--- config.mk ---
export PLATFORM = sky130hd
export DESIGN_NAME = odc_device_flat
export DESIGN_NICKNAME = d
export VERILOG_FILES = /design/src/pkg/odc_pkg.sv /design/src/pkg/odc_link_if.sv /design/src/rtl/odc_device.sv /design/src/rtl/odc_sync3.sv /design/src/flat_wrapper.sv
export SDC_FILE = /design/constraint.sdc
export NUM_CORES = 1
export LEC_CHECK = 0
export BUFFER_PORTS_ARGS = -buffer_cell sky130_fd_sc_hd__buf_2
export CAP_MARGIN = 5
export CELL_PAD_IN_SITES_DETAIL_PLACEMENT = 1
export CELL_PAD_IN_SITES_GLOBAL_PLACEMENT = 2
export CORE_UTILIZATION = 33
export DETAILED_ROUTE_END_ITERATION = 16
export GPL_TIMING_DRIVEN = 1
export PLACE_DENSITY = 0.84
export SYNTH_ARGS = -nofsm -noshare
export SYNTH_HDL_FRONTEND = slang
export SYNTH_SLANG_ARGS = --single-unit
--- constraint.sdc ---
create_clock -name clk_in -period 1.9 [get_ports clk_in]
set_input_delay 0.38 -clock clk_in [delete_from_list [all_inputs] [get_ports clk_in]]
set_output_delay 0.38 -clock clk_in [all_outputs]
set_load 0.02 [all_outputs]
--- src/pkg/odc_pkg.sv ---
`default_nettype none
package odc_pkg;
    // Frame layout, sent most significant bit first
    localparam int FRAME_W        = 16;
    localparam int ADDR_HI        = 15;
    localparam int ADDR_LO        = 13;
    localparam int RW_BIT         = 12;
    localparam int RANGE_HI       = 10;
    localparam int RANGE_LO       = 7;
    localparam int CLEAR_LEVEL_SELECT_BIT     = 6;
    localparam int OUTPUT_ON_CTL_BIT      = 5;
    localparam int CLEAR_BIT      = 4;
    localparam int SENSE_RESISTOR_SELECT_BIT       = 3;
    localparam int SWRST_BIT      = 2;
    localparam int ADDR_W         = 3;
    localparam int RANGE_W        = 4;
    localparam int CNT_W          = 5;
    localparam logic [15:0] CTRL_RESET = 16'h0000;
    localparam logic [15:0] CTRL_MASK  = 16'h07fc;

    // Range decode
    typedef enum logic [3:0] {
        ODC_R_4_20MA, ODC_R_0_20MA, ODC_R_0_24MA, ODC_R_PM20MA, ODC_R_PM24MA,
        ODC_R_0_5V, ODC_R_0_10V, ODC_R_PM5V, ODC_R_PM10V, ODC_R_0_6V,
        ODC_R_0_12V, ODC_R_PM6V, ODC_R_PM12V, ODC_R_PM2V5, ODC_R_NEG1V,
        ODC_R_EXT_I
    } odc_range_e;

    // Serial clock limit and controller divider
    localparam int SCLK_MAX_MHZ   = 50;
    localparam int CLK_MHZ        = 40;
    localparam int SCLK_HALF_DEF  = 4;

    // Controller register map over AHB-Lite
    localparam logic [31:0] REG_CMD    = 32'h0000_0000;
    localparam logic [31:0] REG_STATUS = 32'h0000_0004;
    localparam logic [31:0] REG_LAST   = 32'h0000_0008;
    localparam logic [1:0]  HTRANS_NONSEQ = 2'h2;
endpackage : odc_pkg
`default_nettype wire

--- src/pkg/odc_link_if.sv ---
`timescale 1ns/1ps
`default_nettype none
interface odc_link_if;
    logic sclk;    // Serial clock from controller
    logic sdin;    // Serial data, valid around falling edge
    logic sync_n;  // Frame select, active low
    modport ctl (output sclk, output sdin, output sync_n);
    modport dev (input sclk, input sdin, input sync_n);
endinterface : odc_link_if
`default_nettype wire

--- src/rtl/odc_device.sv ---
`timescale 1ns/1ps
`default_nettype none
module odc_device
    import odc_pkg::*;
(
    input  wire logic                  clk_in,            // System clock, 40 MHz
    input  wire logic                  rst_n_in,          // Sync reset, active low
    odc_link_if.dev                    link,              // Serial link
    input  wire logic                  control_mode_strap_in, // High selects hardware mode
    input  wire logic                  hw_output_on_in,   // Hardware-mode enable pin
    input  wire logic [RANGE_W-1:0]    hw_range_in,       // Hardware-mode range pins
    input  wire logic [ADDR_W-1:0]     board_strap_in,    // Board address straps
    output logic      [15:0]           output_control_out, // Control register
    output logic      [3:0]            range_sel_out,     // Active range code
    output logic                       sense_internal_out, // Internal resistor chosen
    output logic                       current_mode_out,  // Range is a current range
    output logic                       iout_drive_out,    // Current channel driven
    output logic                       vout_drive_out,    // Voltage channel driven
    output logic                       soft_clear_out,    // Software clear level
    output logic                       soft_reset_out     // One-cycle reset pulse
);
    import odc_pkg::*;

    typedef struct packed {
        logic [15:0]        sreg;
        logic [CNT_W-1:0]   cnt;
        logic               sclk_d;
        logic               hw_mode;
        logic               mode_taken;
        logic [15:0]        ctrl;
        logic [3:0]         range;
        logic               rsel;
        logic               cur;
        logic               iout;
        logic               vout;
        logic               rst_p;
    } odc_dev_s;
    odc_dev_s st;
    odc_dev_s next_st;

    logic [2:0] pins;
    logic       sclk_s;
    logic       sdin_s;
    logic       sync_n_s;

    // Link pins cross into clk_in; 40 MHz sampling bounds the usable serial rate
    odc_sync3 #(.W(3)) u_sync (
        .clk_in   (clk_in),
        .rst_n_in (rst_n_in),
        .d_in     ({link.sclk, link.sdin, link.sync_n}),
        .q_out    (pins)
    );
    assign sclk_s   = pins[2];
    assign sdin_s   = pins[1];
    assign sync_n_s = pins[0];

    // Range code to output kind; current ranges per resistor choice
    function automatic logic is_current(input logic rs, input logic [3:0] r);
        logic c;
        c = (r <= 4'(ODC_R_PM24MA));
        if (rs && r >= 4'(ODC_R_PM2V5))
        begin
            c = 1'b1;
        end
        return c;
    endfunction : is_current

    // Frame shifting, decode and output control
    always_comb
    begin
        logic fall;
        logic en;
        logic [15:0] f;
        en             = 1'b0;
        next_st        = st;
        fall           = st.sclk_d && !sclk_s;
        f              = {st.sreg[14:0], sdin_s};
        next_st.sclk_d = sclk_s;
        next_st.rst_p  = 1'b0;
        // Strap caught once after reset release
        if (!st.mode_taken)
        begin
            next_st.mode_taken = 1'b1;
            next_st.hw_mode    = control_mode_strap_in;
        end
        if (sync_n_s)
        begin
            next_st.cnt = '0;
        end
        else if (fall && st.cnt < CNT_W'(FRAME_W))
        begin
            next_st.sreg = f;
            next_st.cnt  = st.cnt + 1'b1;
            if (st.cnt == CNT_W'(FRAME_W - 1) && !st.hw_mode
                && f[ADDR_HI:ADDR_LO] == board_strap_in
                && !f[RW_BIT])
            begin
                next_st.ctrl = f & CTRL_MASK;
                if (f[SWRST_BIT])
                begin
                    next_st.ctrl  = CTRL_RESET;
                    next_st.rst_p = 1'b1;
                end
            end
        end
        if (st.hw_mode)
        begin
            en            = hw_output_on_in;
            next_st.range = hw_range_in;
            next_st.rsel  = 1'b0;
        end
        else
        begin
            en            = st.ctrl[OUTPUT_ON_CTL_BIT];
            next_st.range = st.ctrl[RANGE_HI:RANGE_LO];
            next_st.rsel  = st.ctrl[SENSE_RESISTOR_SELECT_BIT];
        end
        next_st.cur  = is_current(next_st.rsel, next_st.range);
        next_st.iout = en && next_st.cur;
        next_st.vout = en && !next_st.cur;
    end

    always_ff @(posedge clk_in)
    begin
        if (!rst_n_in)
        begin
            st <= '0;
        end
        else
        begin
            st <= next_st;
        end
    end

    assign output_control_out = st.ctrl;
    assign range_sel_out      = st.range;
    assign sense_internal_out = st.rsel;
    assign current_mode_out   = st.cur;
    assign iout_drive_out     = st.iout;
    assign vout_drive_out     = st.vout;
    assign soft_clear_out     = st.ctrl[CLEAR_BIT];
    assign soft_reset_out     = st.rst_p;
endmodule : odc_device
`default_nettype wire

--- src/rtl/odc_sync3.sv ---
`timescale 1ns/1ps
`default_nettype none
// Three-stage synchroniser; output moves only when stages two and three agree
module odc_sync3 #(
    parameter int W = 1
) (
    input  wire logic         clk_in,   // System clock
    input  wire logic         rst_n_in, // Sync reset, active low
    input  wire logic [W-1:0] d_in,     // Asynchronous inputs
    output logic      [W-1:0] q_out     // Filtered levels
);
    typedef struct packed {
        logic [W-1:0] s1;
        logic [W-1:0] s2;
        logic [W-1:0] s3;
        logic [W-1:0] q;
    } odc_sync_s;
    odc_sync_s st;
    odc_sync_s next_st;

    // Per-bit agree filter
    always_comb
    begin
        next_st    = st;
        next_st.s1 = d_in;
        next_st.s2 = st.s1;
        next_st.s3 = st.s2;
        for (int i = 0; i < W; i++)
        begin
            if (st.s2[i] == st.s3[i])
            begin
                next_st.q[i] = st.s3[i];
            end
        end
    end

    always_ff @(posedge clk_in)
    begin
        if (!rst_n_in)
        begin
            st <= '0;
        end
        else
        begin
            st <= next_st;
        end
    end

    assign q_out = st.q;
endmodule : odc_sync3
`default_nettype wire

--- src/flat_wrapper.sv ---
// flat-port wrapper written by rule: the top's interface ports become plain ports
module odc_device_flat import odc_pkg::*;
  (clk_in, rst_n_in, control_mode_strap_in, hw_output_on_in, hw_range_in, board_strap_in, output_control_out, range_sel_out, sense_internal_out, current_mode_out, iout_drive_out, vout_drive_out, soft_clear_out, soft_reset_out, link_sclk, link_sdin, link_sync_n);
  odc_link_if link_i ();
  input  wire logic clk_in;
  input  wire logic rst_n_in;
  input  wire logic control_mode_strap_in;
  input  wire logic hw_output_on_in;
  input  wire logic [RANGE_W-1:0] hw_range_in;
  input  wire logic [ADDR_W-1:0] board_strap_in;
  output logic      [15:0] output_control_out;
  output logic      [3:0] range_sel_out;
  output logic sense_internal_out;
  output logic current_mode_out;
  output logic iout_drive_out;
  output logic vout_drive_out;
  output logic soft_clear_out;
  output logic soft_reset_out;
  input wire logic [$bits(link_i.sclk)-1:0] link_sclk;
  input wire logic [$bits(link_i.sdin)-1:0] link_sdin;
  input wire logic [$bits(link_i.sync_n)-1:0] link_sync_n;
  assign link_i.sclk = link_sclk;
  assign link_i.sdin = link_sdin;
  assign link_i.sync_n = link_sync_n;
  odc_device u_core (.clk_in(clk_in), .rst_n_in(rst_n_in), .link(link_i), .control_mode_strap_in(control_mode_strap_in), .hw_output_on_in(hw_output_on_in), .hw_range_in(hw_range_in), .board_strap_in(board_strap_in), .output_control_out(output_control_out), .range_sel_out(range_sel_out), .sense_internal_out(sense_internal_out), .current_mode_out(current_mode_out), .iout_drive_out(iout_drive_out), .vout_drive_out(vout_drive_out), .soft_clear_out(soft_clear_out), .soft_reset_out(soft_reset_out));
endmodule
==> results of run 1 <==
==> synth_stat cells (2+ instances only) <==
cell type,number
nor2_1,8
clkbuf_1,7
o21ai_0,5
buf_4,21
a21boi_0,17
and2_1,11
nor2b_1,6
xnor2_1,2
nand4_1,2
a21boi_1,2
dfxtp_1,52
ha_1,2
xor2_1,4
mux2i_1,15
nand2_1,53
nand2b_1,4
==> per-stage QoR <==
| step | hold slack, ps | cells | cell area (um^2) |
|---|---|---|---|
| 6_report | 278 | 320 | 2310 |
| 5_1_grt | 267 | 320 | 2310 |
| 4_1_cts | 270 | 320 | 2310 |
| 3_5_place_dp | 426 | 312 | 2220 |
| 3_3_place_gp | 417 | 312 | 2220 |
| 2_1_floorplan | 408 | 233 | 2150 |
==> flip-flops by register name, indices dropped and copies added (netlist names) <==
name                       cells
u_core.u_sync.st               3
u_core.range_sel_out           4
u_core.iout_drive_out          1
u_core.vout_drive_out          1
u_core.current_mode_out        1
u_core.soft_reset_out          1
u_core.u_sync.q_out            3
u_core.sense_internal_out      1
u_core.st                     23
u_core.u_sync.next_st          6
u_core.output_control_out      8
==> final timing paths <==
path	to	cells past startpoint	from
worst max-delay path	u_core.output_control_out[4]$_SDFFE_PN0P_	7	u_core.st[28]$_SDFFE_PP0N_
worst min-delay path	u_core.u_sync.next_st[6]$_SDFF_PN0_	2	link_sync_n
worst max register to register	u_core.output_control_out[4]$_SDFFE_PN0P_	7	u_core.st[28]$_SDFFE_PP0N_
worst min register to register	u_core.u_sync.next_st[3]$_SDFF_PN0_	1	u_core.u_sync.next_st[6]$_SDFF_PN0_
==> final cells by class <==
cell class,instances,area [um^2],area share [%]
clock inverters,2,10.0,0.433
multi-input cells,150,902,39.0
flip-flops and latches,52,1040,45.0
clock buffers,6,82.6,3.57
inverters,1,3.75,0.162
repair buffers,34,178,7.69
well taps,75,93.8,4.06
==> layer usage <==
layer	global-route usage [%]	routed length, um	vias up
met5	0	0	-
met4	5.79	70	0
met3	3.41	156	6
met2	21.0	1750	30
met1	15.1	1760	682
li1	-	-	735
==> cell families after synthesis <==
kind of cell,share of synthesized area (%)
fa+ha+maj,1.18
other cells,0.177
flops,49.1
mux,7.08
compound gates,9.27
buf+inv,9.56
xor+xnor,2.48
simple gates,21.1
==> layout by cell type (no fill, tap or decap), types with 6 or more instances in the layout <==
cell type	Yosys	layout
nor2_1	8	8
clkbuf_8	0	6
nand2_1	53	53
a21boi_0	17	17
dfxtp_1	52	52
buf_2	0	31
nor2b_1	6	6
conb_1	1	8
and2_1	11	11
mux2i_1	15	15
==> critical path: cells and delay by family (launching register included) <==
family / cells / cell delay [ps]
DFF: 1 / 370
adders and majority gates: 2 / 300
muxes: 1 / 250
and+or+nand+nor: 3 / 530
buffers and inverters: 1 / 160
==> report_power, final <==
group | switching, uW | leakage, uW | total, uW | internal [uW]
registers | 9.38 | 0.000421 | 1110 | 1100
clock network | 362 | 0.0000510 | 653 | 292
logic | 52.6 | 0.000498 | 87.0 | 34.4
total | 424 | 0.000970 | 1850 | 1430
==> flow_summary_export.csv, run 1 <==
group,metric,value,unit
run_status,status,"finished clean",
min_path,hp-class,"in -> reg",
synth,synth-edff-count,0,
timing,worst_pin_slew,586,ps
routing,via_count,1453,
setup_path,reg2reg_slack,220,ps
finish,final_core_util,38.1,%
finish,nFillCells,720,
routing,drt_pass1_iterations,4,
power_and_ir_drop,p_per_area,802,nW/um^2
synth,synthFlopType,"dfxtp_1",
timing,timing.final.crit_share,88.7,%
finish,num_antenna_cells,0,
setup_path,endpoint_kind,"flip-flop",
setup_path,cpMostUsedCell,"ha_1",
routing,wl,3740,um
routing,ant_nets,0,
global_route,grt_pass1_wl,6290,um
global_route,grt_max_degree,48,
synth,ys_seq_area_share,49.1,%
global_route,grt_overflow,0,
floorplanning,die_h,82.1,um
synth,netlist_area,2120,um^2
cts,cts_max_path_buffers,2,
timing,finalCriticalPeriod,1680,ps
routing,drc_errors,0,
routing,vias_per_cell,4.54,
cts,clock_sinks,52,
synth,synth_warnings,0,
power_and_ir_drop,total_power,1850,uW
synth,synth_seq_cells,52,
setup_path,worst_path_largest_cell_delay,370,ps
timing,rsz0062_at_grt,"false",
cts,cts_setup_buffers,0,
power_and_ir_drop,ir_drop,0.426,mV
floorplanning,rows,28,
floorplanning,die_w,82.1,um
setup_path,path_cells,"ha_1 -> and3_1 -> ha_1 -> nor3b_1 -> buf_4 -> nand4_4 -> mux2i_1",
global_route,antenna_found_initial,0,
timing,skew,9.35,ps
setup_path,cpMaxStageDelayCell,"dfxtp_1",
timing,setup_viol,0,
synth,synth_top_cell_by_area,"dfxtp_1",
placed_design,post-place-ws,226,ps
setup_path,arrival,1920,ps
cts,cts_tree,"yes",
floorplanning,pin_count,40,
global_route,grt_pass1_vias,1396,
cts,cts_made_buffers,5,
finish,layout.nets,260,
synth,syn_inst,226,
cts,ctsHoldBuffers,0,
power_and_ir_drop,total_leakage_power,0.000970,uW
synth,synth_top_area_share,49.1,%
synth,ys_types,31,
cts,h-tree-depth,2,
setup_path,critPathRequiredTime,2130,ps
cts,cts_root_buf,"clkbuf_8",
cts,cts_resized,0,
timing,fin_ws,215,ps
routing,wl_per_cell,11.7,um
placed_design,hpwl,2630,um
synth,synth.area.top_cells,"dfxtp_1, nand2_1, buf_4",
placed_design,routabilityCongestion,0.684,
timing,fmax,594,MHz
setup_path,start_kind,"flip-flop",
setup_path,crit_type,"reg -> reg",
floorplanning,die-area,6750,um^2
timing,relSlewSlack,61.0,%
finish,area_growth,9.03,%
timing,fin_setup_tns,0,ps
synth,synthArstFlopShare,0,%
cts,clock_latency,310,ps
global_route,grt_use_total,12.6,%
timing,hold_viol,0,
placed_design,portBuffers,31,
floorplanning,core_area,6060,um^2
run,maxCapViolCount,0,
floorplanning,start_util,35.0,%
finish,drive_above_1_share,18.4,%
timing,slew_violations,0,
routing,drt_iter0_drc,60,
synth,syn_area_per_cell,9.38,um^2
setup_path,critical_path.max_fanout,8,
cts,clkSlewWorstSetupHoldPaths,100,ps
Note: power is estimated with default switching activity, not from simulation.
==> run 2: changes to the inputs <==
Settings changed: MAX_ROUTING_LAYER set to met4.
==> run 2 against run 1 <==
Clock skew about the same. Critical endpoint unchanged. Clock power about the same. Global-route usage is 0.31 points higher. Count of clock-buffer cells in the layout stayed put. Sequential cell count unchanged. Final area stayed put. Hold slack about the same. Power about the same. Core utilization stayed put. Sequential share of layout area did not move.
==> flow_summary_export.csv, run 2 (synthesized netlist as in run 1, its figures left out) <==
group,metric,value,unit
min_path,hold_depth,2,
timing,skew,9.50,ps
timing,relSlewSlack,61.1,%
global_route,grtUsageMet1,14.9,%
finish,drive_above_1_share,18.4,%
finish,layout_common_cells,"nand2_1, dfxtp_1, buf_2, a21boi_0, mux2i_1",
finish,fin_area,2310,um^2
setup_path,reg2reg_depth,7,
placed_design,portBuffers,31,
min_path,hold_path_end,"u_core.u_sync.next_st[6]$_SDFF_PN0_",
global_route,grt_use_met2,21.1,%
global_route,antenna_found_initial,0,
cts,clock_sinks,52,
floorplanning,pin_count,40,
routing,drt_iter0_drc,65,
global_route,grt_use_total,12.9,%
setup_path,r2r-end,"u_core.output_control_out[4]$_SDFFE_PN0P_",
setup_path,arrival,1910,ps
min_path,worstHoldStart,"link_sync_n",
setup_path,crit_type,"reg -> reg",
timing,worst_pin_slew,584,ps
setup_path,worst_path_largest_cell_delay,370,ps
global_route,grt.met3_usage,3.41,%
floorplanning,rows,28,
cts,cts_made_buffers,5,
routing,wl_per_cell,11.7,um
cts,h-tree-depth,2,
cts,ctsHoldBuffers,0,
timing,slew_violations,0,
routing,vias_per_cell,4.55,
floorplanning,die-area,6750,um^2
timing,rsz0062_at_grt,"false",
floorplanning,start_util,35.0,%
cts,cts_resized,0,
cts,clock_latency,310,ps
run_status,status,"finished clean",
timing,hold_viol,0,
finish,num_antenna_cells,0,
global_route,grt_max_degree,48,
global_route,top_usage_layer,"met2",
routing,drc_errors,0,
cts,clkSlewWorstSetupHoldPaths,100,ps
finish,layout.nets,260,
setup_path,start_kind,"flip-flop",
routing,wl,3740,um
power_and_ir_drop,ir_drop,0.426,mV
power_and_ir_drop,total_power,1850,uW
global_route,grt_pass1_wl,6270,um
routing,drt_pass1_iterations,4,
floorplanning,core_area,6060,um^2
setup_path,cpMostUsedCell,"ha_1",
timing,timing.final.crit_share,88.4,%
routing,ant_nets,0,
floorplanning,die_h,82.1,um
min_path,hp-class,"in -> reg",
placed_design,routabilityCongestion,0.692,
placed_design,post-place-ws,226,ps
finish,mostFrequentLayoutCell,"nand2_1",
finish,stdcell_count,320,
setup_path,reg2reg_slack,220,ps
cts,cts_tree,"yes",
setup_path,endpoint_kind,"flip-flop",
power_and_ir_drop,p_per_area,802,nW/um^2
finish,ff_latch_area,1040,um^2
timing,fin_setup_tns,0,ps
routing,via_count,1455,
setup_path,cpMaxStageDelayCell,"dfxtp_1",
floorplanning,die_w,82.1,um
finish,largest_reg_flops,23,
setup_path,cp_top_family,"simple AND/OR/NAND/NOR gates",
global_route,grt_pass1_vias,1402,
placed_design,hpwl,2630,um
setup_path,critical_path.max_fanout,8,
setup_path,critPathRequiredTime,2130,ps
placed_design,placed_area,2220,um^2
placed_design,dp_cells,312,
finish,area_growth,9.03,%
setup_path,r2r-start,"u_core.st[28]$_SDFFE_PP0N_",
cts,cts_max_path_buffers,2,
cts,cts_setup_buffers,0,
run,maxCapViolCount,0,
finish,nFillCells,720,
timing,fmax,596,MHz
global_route,grt_overflow,0,
finish,multi_input_area,902,um^2
finish,top_register,"u_core.st",
timing,finalCriticalPeriod,1680,ps
setup_path,path_cells,"ha_1 -> and3_1 -> ha_1 -> nor3b_1 -> buf_4 -> nand4_4 -> mux2i_1",
setup_path,cp_num_buf_inv,1,
timing,setup_viol,0,
timing,fin_ws,221,ps
power_and_ir_drop,total_leakage_power,0.000970,uW
cts,cts_root_buf,"clkbuf_8",
## run 2: cell counts in the layout (fill, tap and decap cells not counted)
No cell type changed its count.
## run 2: metal layers
layer	up-vias	part of all wire, %
met2	30	47
met5	-	0
met3	6	4.2
met1	685	47
met4	0	1.9
li1	734	-
## run 2: stage by stage
step	hold slack [ps]	utilization, %
after floorplan	408	-
after global placement	417	36.6
after detailed placement	426	36.6
after CTS	270	38.1
after global routing	267	38.1
final	278	38.1
## run 2: final cells by class
type	instances	share of cell area [%]
sequential	52	45.0
tap	75	4.06
clock buffer	6	3.57
timing repair buffer	34	7.69
clock inverter	2	0.433
inverter	1	0.162
multi-input combinational	150	39.0
## run 2: how the worst max path moves through the flow
stage | startpoint | endpoint | slack (ps) | cells after the start
floorplan | u_core.st[28]$_SDFFE_PP0N_ | u_core.output_control_out[10]$_SDFFE_PN0P_ | 260 | 6
detailed placement | u_core.st[28]$_SDFFE_PP0N_ | u_core.output_control_out[4]$_SDFFE_PN0P_ | 230 | 7
CTS | u_core.st[28]$_SDFFE_PP0N_ | u_core.output_control_out[4]$_SDFFE_PN0P_ | 200 | 7
global route | u_core.st[28]$_SDFFE_PP0N_ | u_core.output_control_out[4]$_SDFFE_PN0P_ | 30 | 7
global placement | u_core.st[28]$_SDFFE_PP0N_ | u_core.output_control_out[9]$_SDFFE_PN0P_ | 270 | 7
finish | u_core.st[28]$_SDFFE_PP0N_ | u_core.output_control_out[4]$_SDFFE_PN0P_ | 220 | 7
## run 2: power by group
part | total (uW) | switching (uW) | internal, uW | leakage (uW)
logic | 86.9 | 52.5 | 34.4 | 0.000498
clock network | 653 | 361 | 292 | 0.0000510
registers | 1110 | 9.33 | 1100 | 0.000421
total | 1850 | 423 | 1430 | 0.000970
## run 2: worst reg2reg max path: cells and delay by family (launching register included)
family / cells / cell delay, ps
buffers and inverters: 1 / 160
and+or+nand+nor: 3 / 540
adders and majority gates: 2 / 300
muxes: 1 / 250
DFF: 1 / 370
